### src/inc/dps_pkg.sv
// Package: constants and types for the dual-port semaphore host controller
`default_nettype none
package dps_pkg;
   // ------------------------------------------------------------
   // Device geometry
   // ------------------------------------------------------------
   localparam int ADDR_W = 16;
   localparam int DATA_W = 8;
   localparam int FLAG_IDX_W = 3;
   localparam int FLAG_COUNT = 8;
   localparam int FLAG_BIT = 0;
   // ------------------------------------------------------------
   // Timing, in ns, and derived cycle counts at 250 MHz
   // ------------------------------------------------------------
   localparam int CLK_PERIOD_NS = 4;
   localparam int SETUP_NS = 20;
   localparam int STROBE_NS = 20;
   localparam int SETUP_CYC = (SETUP_NS + CLK_PERIOD_NS - 1) / CLK_PERIOD_NS;
   localparam int STROBE_CYC = (STROBE_NS + CLK_PERIOD_NS - 1) / CLK_PERIOD_NS;
   localparam int CNT_W = 8;
   // ------------------------------------------------------------
   // Request and pin groups
   // ------------------------------------------------------------
   typedef enum logic [1:0] {
      DPS_OP_MEM_RD = 2'h0,
      DPS_OP_MEM_WR = 2'h1,
      DPS_OP_SEM_RD = 2'h2,
      DPS_OP_SEM_WR = 2'h3
   } dps_op_t;
   typedef struct packed {
      dps_op_t op;
      logic [ADDR_W-1:0] addr;
      logic [DATA_W-1:0] wdata;
   } dps_req_t;
   typedef struct packed {
      logic chip_en_n;
      logic token_space_select_n;
      logic rd_wr_n;
      logic out_en_n;
      logic [ADDR_W-1:0] addr;
   } dps_ctl_t;
   localparam dps_ctl_t CTL_IDLE = '{chip_en_n: 1'b1, token_space_select_n: 1'b1,
                                     rd_wr_n: 1'b1, out_en_n: 1'b1, addr: '0};
endpackage : dps_pkg
`default_nettype wire

### src/hdl/dps_port_host.sv
// Module: host controller driving one port of the dual-port RAM
//
// Summary of operation
// - One master drives busy to the array
// - Never configure two masters per word
// - Hold address, enable before write strobe
// - Write zero requests, one releases
// - Confirm zero write by reading flag
`timescale 1ns/10ps
`default_nettype none
module dps_port_host #(
   parameter int SETUP_CYC = dps_pkg::SETUP_CYC,
   parameter int STROBE_CYC = dps_pkg::STROBE_CYC
) (
   input wire logic i_clk,
   input wire logic i_nrst,
   input wire logic i_req_valid,
   input wire dps_pkg::dps_req_t i_req,
   output logic o_req_ready,
   output logic o_done,
   output logic [dps_pkg::DATA_W-1:0] o_rdata,
   output logic o_token_owned,
   output logic o_write_blocked,
   output dps_pkg::dps_ctl_t o_ctl,
   output logic [dps_pkg::DATA_W-1:0] o_data,
   output logic o_data_oe_n,
   input wire logic [dps_pkg::DATA_W-1:0] i_data,
   input wire logic i_left_port_busy_signal_n
);
   import dps_pkg::*;

   // Refuse phase counts the timer cannot hold
   if (SETUP_CYC < 1 || SETUP_CYC >= (1 << CNT_W) ||
       STROBE_CYC < 1 || STROBE_CYC >= (1 << CNT_W)) begin : g_bad_counts
      $error("dps_port_host: phase counts out of range");
   end

   // ------------------------------------------------------------
   // States
   // ------------------------------------------------------------
   typedef enum logic [5:0] {
      ST_IDLE = 6'h01,
      ST_SETUP = 6'h02,
      ST_STROBE = 6'h04,
      ST_CAPTURE = 6'h08,
      ST_RECOVER = 6'h10,
      ST_DONE = 6'h20
   } dps_state_t;

   dps_state_t state_q;
   dps_req_t req_q;
   logic [1:0] din_sync1_busy_q;
   logic busy_sync_q;
   logic [DATA_W-1:0] din_meta_q;
   logic [DATA_W-1:0] din_sync_q;
   logic blocked_q;
   logic timer_load;
   logic [CNT_W-1:0] timer_count;
   logic timer_done;

   // Helper: is this request a write of either space
   function automatic logic dps_is_write(input dps_op_t op);
      dps_is_write = (op == DPS_OP_MEM_WR) || (op == DPS_OP_SEM_WR);
   endfunction : dps_is_write

   // Helper: is this request aimed at token space
   function automatic logic dps_is_sem(input dps_op_t op);
      dps_is_sem = (op == DPS_OP_SEM_RD) || (op == DPS_OP_SEM_WR);
   endfunction : dps_is_sem

   // ------------------------------------------------------------
   // Pin synchronisers
   // ------------------------------------------------------------
   // Two flops on busy and data bus inputs
   // busy from one master
   always_ff @(posedge i_clk) begin
      if (!i_nrst) begin
         din_sync1_busy_q <= 2'h3;
         din_meta_q <= '0;
         din_sync_q <= '0;
      end else begin
         din_sync1_busy_q <= {din_sync1_busy_q[0], i_left_port_busy_signal_n};
         din_meta_q <= i_data;
         din_sync_q <= din_meta_q;
      end
   end
   assign busy_sync_q = din_sync1_busy_q[1];

   // ------------------------------------------------------------
   // Phase timer
   // ------------------------------------------------------------
   dps_cycle_timer #(
      .CNT_W(CNT_W)
   ) u_timer (
      .i_clk(i_clk),
      .i_nrst(i_nrst),
      .i_load(timer_load),
      .i_count(timer_count),
      .o_done(timer_done)
   );

   // Load timer on entering setup or strobe
   always_comb begin
      timer_load = 1'b0;
      timer_count = '0;
      if (state_q == ST_IDLE && i_req_valid) begin
         timer_load = 1'b1;
         timer_count = CNT_W'(SETUP_CYC);
      end else if (state_q == ST_SETUP && timer_done) begin
         timer_load = 1'b1;
         timer_count = CNT_W'(STROBE_CYC);
      end
   end

   // ------------------------------------------------------------
   // Access sequencer
   // ------------------------------------------------------------
   // setup before strobe
   always_ff @(posedge i_clk) begin
      if (!i_nrst) begin
         state_q <= ST_IDLE;
         req_q <= '0;
      end else begin
         case (state_q)
            ST_IDLE: begin
               if (i_req_valid) begin
                  req_q <= i_req;
                  state_q <= ST_SETUP;
               end
            end
            ST_SETUP: begin
               if (timer_done) begin
                  state_q <= ST_STROBE;
               end
            end
            ST_STROBE: begin
               if (timer_done) begin
                  state_q <= ST_CAPTURE;
               end
            end
            ST_CAPTURE: state_q <= ST_RECOVER;
            ST_RECOVER: state_q <= ST_DONE;
            ST_DONE: state_q <= ST_IDLE;
            default: state_q <= ST_IDLE;
         endcase
      end
   end

   // ------------------------------------------------------------
   // Port pins
   // ------------------------------------------------------------
   // Drive control and address pins
   always_ff @(posedge i_clk) begin
      if (!i_nrst) begin
         o_ctl <= CTL_IDLE;
      end else if (state_q == ST_SETUP || state_q == ST_STROBE ||
                   state_q == ST_CAPTURE) begin
         o_ctl.chip_en_n <= dps_is_sem(req_q.op);
         o_ctl.token_space_select_n <= !dps_is_sem(req_q.op);
         o_ctl.addr <= dps_is_sem(req_q.op) ?
                       {{(ADDR_W-FLAG_IDX_W){1'b0}}, req_q.addr[FLAG_IDX_W-1:0]} :
                       req_q.addr;
         o_ctl.rd_wr_n <= !(dps_is_write(req_q.op) && state_q == ST_STROBE &&
                            !timer_done);
         o_ctl.out_en_n <= dps_is_write(req_q.op);
      end else begin
         o_ctl <= CTL_IDLE;
      end
   end

   // Drive data bus during writes
   always_ff @(posedge i_clk) begin
      if (!i_nrst) begin
         o_data <= '0;
         o_data_oe_n <= 1'b1;
      end else if (dps_is_write(req_q.op) &&
                   (state_q == ST_SETUP || state_q == ST_STROBE)) begin
         o_data <= dps_is_sem(req_q.op) ?
                   {{(DATA_W-1){1'b1}}, req_q.wdata[FLAG_BIT]} : req_q.wdata;
         o_data_oe_n <= 1'b0;
      end else begin
         o_data_oe_n <= 1'b1;
      end
   end

   // ------------------------------------------------------------
   // Results
   // ------------------------------------------------------------
   // note busy low in strobe
   always_ff @(posedge i_clk) begin
      if (!i_nrst) begin
         blocked_q <= 1'b0;
      end else if (state_q == ST_IDLE) begin
         blocked_q <= 1'b0;
      end else if (state_q == ST_STROBE && !busy_sync_q &&
                   req_q.op == DPS_OP_MEM_WR) begin
         blocked_q <= 1'b1;
      end
   end

   always_ff @(posedge i_clk) begin
      if (!i_nrst) begin
         o_rdata <= '0;
         o_token_owned <= 1'b0;
      end else if (state_q == ST_RECOVER && !dps_is_write(req_q.op)) begin
         o_rdata <= din_sync_q;
         if (req_q.op == DPS_OP_SEM_RD) begin
            o_token_owned <= !din_sync_q[FLAG_BIT];
         end
      end
   end

   // Handshake outputs
   always_ff @(posedge i_clk) begin
      if (!i_nrst) begin
         o_done <= 1'b0;
         o_req_ready <= 1'b0;
         o_write_blocked <= 1'b0;
      end else begin
         o_done <= (state_q == ST_RECOVER);
         o_req_ready <= (state_q == ST_IDLE) && !i_req_valid;
         if (state_q == ST_RECOVER) begin
            o_write_blocked <= blocked_q;
         end
      end
   end
endmodule : dps_port_host
`default_nettype wire

### src/hdl/dps_cycle_timer.sv
// Module: down counter that times one phase of a port access
`timescale 1ns/10ps
`default_nettype none
module dps_cycle_timer #(
   parameter int CNT_W = 8
) (
   input wire logic i_clk,
   input wire logic i_nrst,
   input wire logic i_load,
   input wire logic [CNT_W-1:0] i_count,
   output logic o_done
);
   logic [CNT_W-1:0] cnt_q;

   // Refuse a counter with no bits
   if (CNT_W < 1) begin : g_bad_width
      $error("dps_cycle_timer: CNT_W must be at least 1");
   end

   // Count down after a load
   always_ff @(posedge i_clk) begin
      if (!i_nrst) begin
         cnt_q <= '0;
      end else if (i_load) begin
         cnt_q <= i_count;
      end else if (cnt_q != '0) begin
         cnt_q <= cnt_q - 1'b1;
      end
   end
   // Done once the count has run out; no path back from the load
   assign o_done = (cnt_q == '0);
endmodule : dps_cycle_timer
`default_nettype wire

### config.mk
export PLATFORM = sky130hd
export DESIGN_NAME = dps_port_host
export DESIGN_NICKNAME = d
export VERILOG_FILES = /design/src/inc/dps_pkg.sv /design/src/hdl/dps_port_host.sv /design/src/hdl/dps_cycle_timer.sv
export SDC_FILE = /design/constraint.sdc
export NUM_CORES = 1
export LEC_CHECK = 0
export ABC_AREA = 1
export BUFFER_PORTS_ARGS = -buffer_cell sky130_fd_sc_hd__buf_2
export CAP_MARGIN = 20
export CORE_MARGIN = 4
export CORE_UTILIZATION = 45
export DETAILED_ROUTE_END_ITERATION = 8
export HOLD_SLACK_MARGIN = 0.1
export PLACE_DENSITY = 0.73
export SYNTH_ARGS = -nofsm -noshare
export SYNTH_HDL_FRONTEND = slang
export SYNTH_SLANG_ARGS = --single-unit
### constraint.sdc
create_clock -name i_clk -period 1.2 [get_ports i_clk]
set_input_delay 0.24 -clock i_clk [delete_from_list [all_inputs] [get_ports i_clk]]
set_output_delay 0.24 -clock i_clk [all_outputs]
set_load 0.005 [all_outputs]
### After elaboration in Yosys (flattened, before gate mapping)

Cells that the tools add are included.

| storage, ports and cells | value |
|---|---|
| flip-flop bits (word level) | 100 |
| input port bits | 38 |

| operators by class | value |
|---|---|
| add/sub/neg operators | 1 |
| equality and inequality tests | 11 |
| muxes and demuxes | 12 |
| bitwise gates (word level) | 2 |
| reduce and logical (&&, ||, !) cells | 29 |

Operators with widths:

| operator | count |
|---|---|
| 6-bit case mux with 5 select lines | 1 |
| 8-bit 2-to-1 mux | 3 |
| 6-bit 2-to-1 mux | 3 |
| 1-bit logical AND | 9 |
| 8-bit logical NOT | 1 |
| 8-bit nonzero test | 1 |
| 8-bit by 1-bit subtractor with 8-bit output, second input constant | 1 |
| 1-bit logical NOT | 7 |
| 6-bit by 1-bit equality test with 1-bit output, second input constant | 1 |
| 6-bit by 2-bit equality test with 1-bit output, second input constant | 1 |
| 6-bit by 3-bit equality test with 1-bit output, second input constant | 1 |
| 6-bit by 4-bit equality test with 1-bit output, second input constant | 1 |
| 6-bit by 5-bit equality test with 1-bit output, second input constant | 1 |
| 3-bit 2-to-1 mux | 2 |
| 2-bit != test, second input constant | 3 |
| 2-bit AND reduction | 3 |
| 2-bit equality test, second input constant | 2 |
| 1-bit logical OR | 4 |
| 1-bit 2-to-1 mux | 3 |
| 3-bit AND reduction | 1 |
| 3-bit OR reduction | 1 |
| 2-bit by 1-bit equality test with 1-bit output, second input constant | 1 |
| 1-bit inverter | 2 |
| 2-bit nonzero test | 1 |
| 2-bit OR reduction | 1 |

### Logic depth before layout (Yosys ltp)

| depth | value |
|---|---|
| depth in word-level cells | 5 |
| gate-level depth with buffers | 9 |
| mapped depth without buffers | 9 |

### By module

From an unflattened synthesis, not the netlist that was laid out.

| second synthesis, totals | value |
|---|---|
| cell total of the unflattened synthesis | 460 |
| area, all modules | 3608.5 µm² |

Modules (own cells, without submodules):

| module | instances | cells each | area an instance (µm²) | seq. area each (µm²) |
|---|---|---|---|---|
| dps_port_host | 1 | 390 | 3130.5 | 1841.8 |
| dps_cycle_timer | 1 | 70 | 478.0 | 160.2 |

### Worst setup path before layout

OpenSTA, ideal clock, no wires.

| timing | value |
|---|---|
| kind | flip-flop to flip-flop |
| start point | register u_timer.cnt_q[0] |
| end point | register u_timer.cnt_q[3] |
| data arrival time | 1133 ps |
| required time | 1072 ps |
| setup slack | -60 ps |
| cell stages (with the launch flop) | 10 |
| buffers on the path | 0 |
| period minus slack after synthesis | 1260 ps |
| cells stage by stage | dfxtp_1 -> inv_1 -> ha_1 -> nand2_1 -> nor2_2 -> nand2_1 -> nand2_1 -> nor2_1 -> nand2_1 -> nor2_1 |

| between the ends | value |
|---|---|
| cells in the longest elaborated chain, start to end | 5 |
| elaborated cells on any way between the ends | 9 |
| classes of those cells | add/sub: 1; mux: 4; reduce/logical: 4 |

Ends and longest elaborated chain:

| element | RTL line | text |
|---|---|---|
| from (decl) | dps_cycle_timer.sv:13 | `logic [CNT_W-1:0] cnt_q;` |
| from (signal assigned) | dps_cycle_timer.sv:25 | `cnt_q <= i_count;` |
| from (signal assigned) | dps_cycle_timer.sv:27 | `cnt_q <= cnt_q - 1'b1;` |
| parallel branches: the longest is 5 deep, another holds 8-bit by 1-bit subtractor with 8-bit output | n/a |  |

Several ways; the timed one is not identified. The select of a mux whose other input is x is not followed.
A chain may end at the register's enable or synchronous reset.

### Worst setup path in the final report

| timing | value |
|---|---|
| start point | register state_q[5] |
| end point | register state_q[1] |

| between the ends | value |
|---|---|
| cells in the longest elaborated chain, start to end | 3 |
| elaborated cells on any way between the ends | 10 |
| classes of those cells | eq/ne: 8; mux: 1; reduce/logical: 1 |

Ends and longest elaborated chain:

| element | RTL line | text |
|---|---|---|
| from (decl) | dps_port_host.sv:50 | `dps_state_t state_q;` |
| from (signal assigned) | dps_port_host.sv:121 | `state_q <= ST_IDLE;` |
| from (signal assigned) | dps_port_host.sv:128 | `state_q <= ST_SETUP;` |
| from (signal assigned) | dps_port_host.sv:133 | `state_q <= ST_STROBE;` |
| 6-bit by 3-bit equality test with 1-bit output (tied with other cells) | dps_port_host.sv:124 | `case (state_q)` |
| 2-bit != test (no source line) | n/a |  |
| 3-bit AND reduction (no source line) | n/a |  |

Several ways; a longest one is shown, not always the timed one.

==> results.sh <==
export IMPL_outcome="complete, but fails checks"
export IMPL_violations="setup timing"
export IMPL_max_slew_worst_pin_slew_ps=228.0
export IMPL_clock_latency_ps=350
export IMPL_post_place_cells=612
export IMPL_grt_ovfl_total=0
export IMPL_area_delta_synth_final_pct=33.96
export IMPL_nNetsFinal=584
export IMPL_rr_worst_depth=7
export IMPL_clk_pin_slew_ps=90
export IMPL_synth_ff_type="dfxtp_1"
export IMPL_grt_pass1_vias=2825
export IMPL_place_congestion=0.8068
export IMPL_min_path_type="in2reg"
export IMPL_drive_gt1_frac=0.3424
export IMPL_period_minus_slack_ps=1290
export IMPL_num_rows=31
export IMPL_slew_headroom=0.8480
export IMPL_cellPowerDensity_nw_per_um2=1678
export IMPL_synth_edf_count=0
export IMPL_yosys_top_cells_count="dfxtp_1 (100), nor2_1 (76), nand2_1 (55)"
export IMPL_grt_usage=0.1736
export IMPL_die_h_um=96.42
export IMPL_fin_hold_ws_ps=131.0
export IMPL_worstPathRequired_ps=1470
export IMPL_fillers=640
export IMPL_synth_top_area_cell="dfxtp_1"
export IMPL_synth_net_count=468
export IMPL_whs_path_depth=3
export IMPL_ys_warn_count=0
export IMPL_ys_seq_area_frac=0.5690
export IMPL_numPortBuffers=78
export IMPL_arrival_ps=1560
export IMPL_syn_area_um2=3518
export IMPL_grt_max_degree=27
export IMPL_num_vias=2939
export IMPL_routed_via_density=4.535
export IMPL_drt_iter0_drc=115
export IMPL_peakVddDrop_v=0.001049
export IMPL_fin_ws_ps=-89.82
export IMPL_fin_cells=648
export IMPL_hold_viol_final=0
export IMPL_cts_buffer_depth=2
export IMPL_antennaDiodeCount=0
export IMPL_firstDrtPassIters=4
export IMPL_synth_most_common_cell="dfxtp_1"
export IMPL_numCtsBuffers=9
export IMPL_initial_core_util=0.4749
export IMPL_r2r_slack_ps=-90
export IMPL_antenna_found_initial=0
export IMPL_synth_top_area_frac=0.5690
export IMPL_finClkSkew_ps=9.156
export IMPL_synth_cell_types=24
export IMPL_htreeDepth=3
export IMPL_wl_per_cell_um=11.86
export IMPL_min_to="req_q[4]$_SDFFE_PN0P_"
export IMPL_rsz0062_at_grt="true"
export IMPL_critPathKind="reg2reg"
export IMPL_placed_area_um2=4163
export IMPL_fmax_ghz=0.7753
export IMPL_p_leak_uw=0.002226
export IMPL_synth_area_per_cell_um2=8.221
export IMPL_cts_tree="built"
export IMPL_grt_pass1_wl_um=12600
export IMPL_async_flop_share=0
export IMPL_r2r_end="state_q[1]$_SDFFE_PN0P_"
export IMPL_drc=0
export IMPL_setup_tns_ps=-3181
export IMPL_period_share=1.075
export IMPL_die_w_um=96.42
export IMPL_core_um2=7408
export IMPL_dp_final_hpwl_um=5207
export IMPL_critPathLaunch="state_q[5]$_SDFFE_PN0P_"
export IMPL_final_area_um2=4713
export IMPL_hold_path_startpoint="i_req[4]"
export IMPL_startpoint_type="flop"
export IMPL_cts_root_buffer="clkbuf_8"
export IMPL_synth_area_leaders="dfxtp_1 (57%), nor2_1 (8.1%), nand2_1 (5.9%)"
export IMPL_rr_startpoint="state_q[5]$_SDFFE_PN0P_"
export IMPL_die_area_um2=9297
export IMPL_clock_sinks=100
export IMPL_setup_violations_final=71
export IMPL_drv_cap=0
export IMPL_syn_inst=428
export IMPL_detail_route_antenna_nets=0
export IMPL_num_io_pins=79
export IMPL_ys_ff_latch=100
export IMPL_finalMaxSlewViolations=0
export IMPL_critPathMaxFanout=4
export IMPL_wl_um=7685
export IMPL_critPathCaptureType="flop"
==> state kept, by name, indices dropped and copies added, names as in the netlist, 2 cells and up <==
name              count
o_ctl                20
o_rdata               8
o_data                8
u_timer.cnt_q         8
din_sync1_busy_q      2
din_meta_q            8
req_q                26
state_q               6
din_sync_q            8
==> cells in the final DEF (no fill, tap or decap), drive strengths merged <==
cell type    instances
clkbuf              10
nor2                90
o21ai               36
nor3b                1
dlygate4sd3          9
clkinv               2
a21oi               34
o21bai               2
dfxtp              100
inv                 56
nor3                 3
nand3b               1
nand3               19
nand4                7
nand2               56
clkinvlp             2
buf                114
or2                  2
ha                   2
xor2                 3
==> layout make-up <==
cell class,count,area (µm²),share of cell area
clock buffers,10,137.6,0.02920
clock inverters,6,53.80,0.01141
inverters,54,206.4,0.04380
multi-input cells,256,1379,0.2925
flip-flops and latches,100,2014,0.4274
well taps,99,123.9,0.02628
repair buffers,123,798.3,0.1694
==> cells by family (layout without fill, tap and decap cells) <==
family / after synthesis / count (layout) / synth area share
adders and majority gates: 2 / 2 / 0.007111
DFF: 100 / 100 / 0.5690
xor gates and xnor gates: 3 / 3 / 0.007469
buffers and inverters: 72 / 193 / 0.08250
AOI/OAI and AO/OA: 72 / 72 / 0.1038
and+or+nand+nor: 179 / 179 / 0.2301
==> worst max-delay path, stage by stage (launching register included) <==
cell and delay, ps:
dfxtp_2 340, nor2_4 150, buf_6 140, nand2_2 50, nor2_2 160, buf_4 140, nand2_1 70, a21oi_1 160
==> worst max path at each step <==
| stage | to | slack, ps | cells after the start |
|---|---|---|---|
| finish | state_q[1]$_SDFFE_PN0P_ | -90 | 7 |
| global route | req_q[2]$_SDFFE_PN0P_ | -160 | 7 |
| CTS | o_rdata[1]$_SDFFE_PN0P_ | -60 | 5 |
| detailed placement | u_timer.cnt_q[7]$_SDFFE_PN0P_ | -110 | 7 |
| global placement | o_data[6]$_SDFFE_PN0P_ | -80 | 6 |
| floorplan | u_timer.cnt_q[0]$_SDFFE_PN0P_ | -6 | 8 |
==> through the flow <==
| stage | power [µW] | setup slack (ps) | utilization |
|---|---|---|---|
| 6_report | 7909 | -89.82 | 0.6362 |
| 5_1_grt | 8429 | -160.7 | 0.6362 |
| 4_1_cts | 7790 | -64.53 | 0.6198 |
| 3_5_place_dp | 5602 | -114.4 | 0.5619 |
| 3_3_place_gp | 5552 | -79.86 | 0.5619 |
| 2_1_floorplan | 5059 | -6.477 | - |
==> where the power goes <==
part / total, µW / internal (µW) / switching, µW
logic: 2140 / 893 / 1250
registers: 3750 / 3620 / 138
clock network: 2010 / 848 / 1160
==> per-layer routing <==
layer | vias to the layer above | GRT usage | part of all wire | routed length (µm)
met2 | 67 | 0.2933 | 0.47 | 3614
met5 | - | 0 | 0 | 0
met4 | 0 | 0.05958 | 0.016 | 126
li1 | 1574 | - | - | -
met3 | 10 | 0.04415 | 0.059 | 453
met1 | 1288 | 0.2153 | 0.45 | 3491
==> what timing repair did <==
action                                  4_1_cts  5_1_grt
buffers inserted                              6        5
pin swaps                                     8        9
endpoints found under the setup margin       73       79
hold buffers                                  9        0
gates cloned                                  0        0
resized for setup                            37       29
endpoints found under the hold margin         9        0
Note: power is estimated with default switching activity, not from simulation.
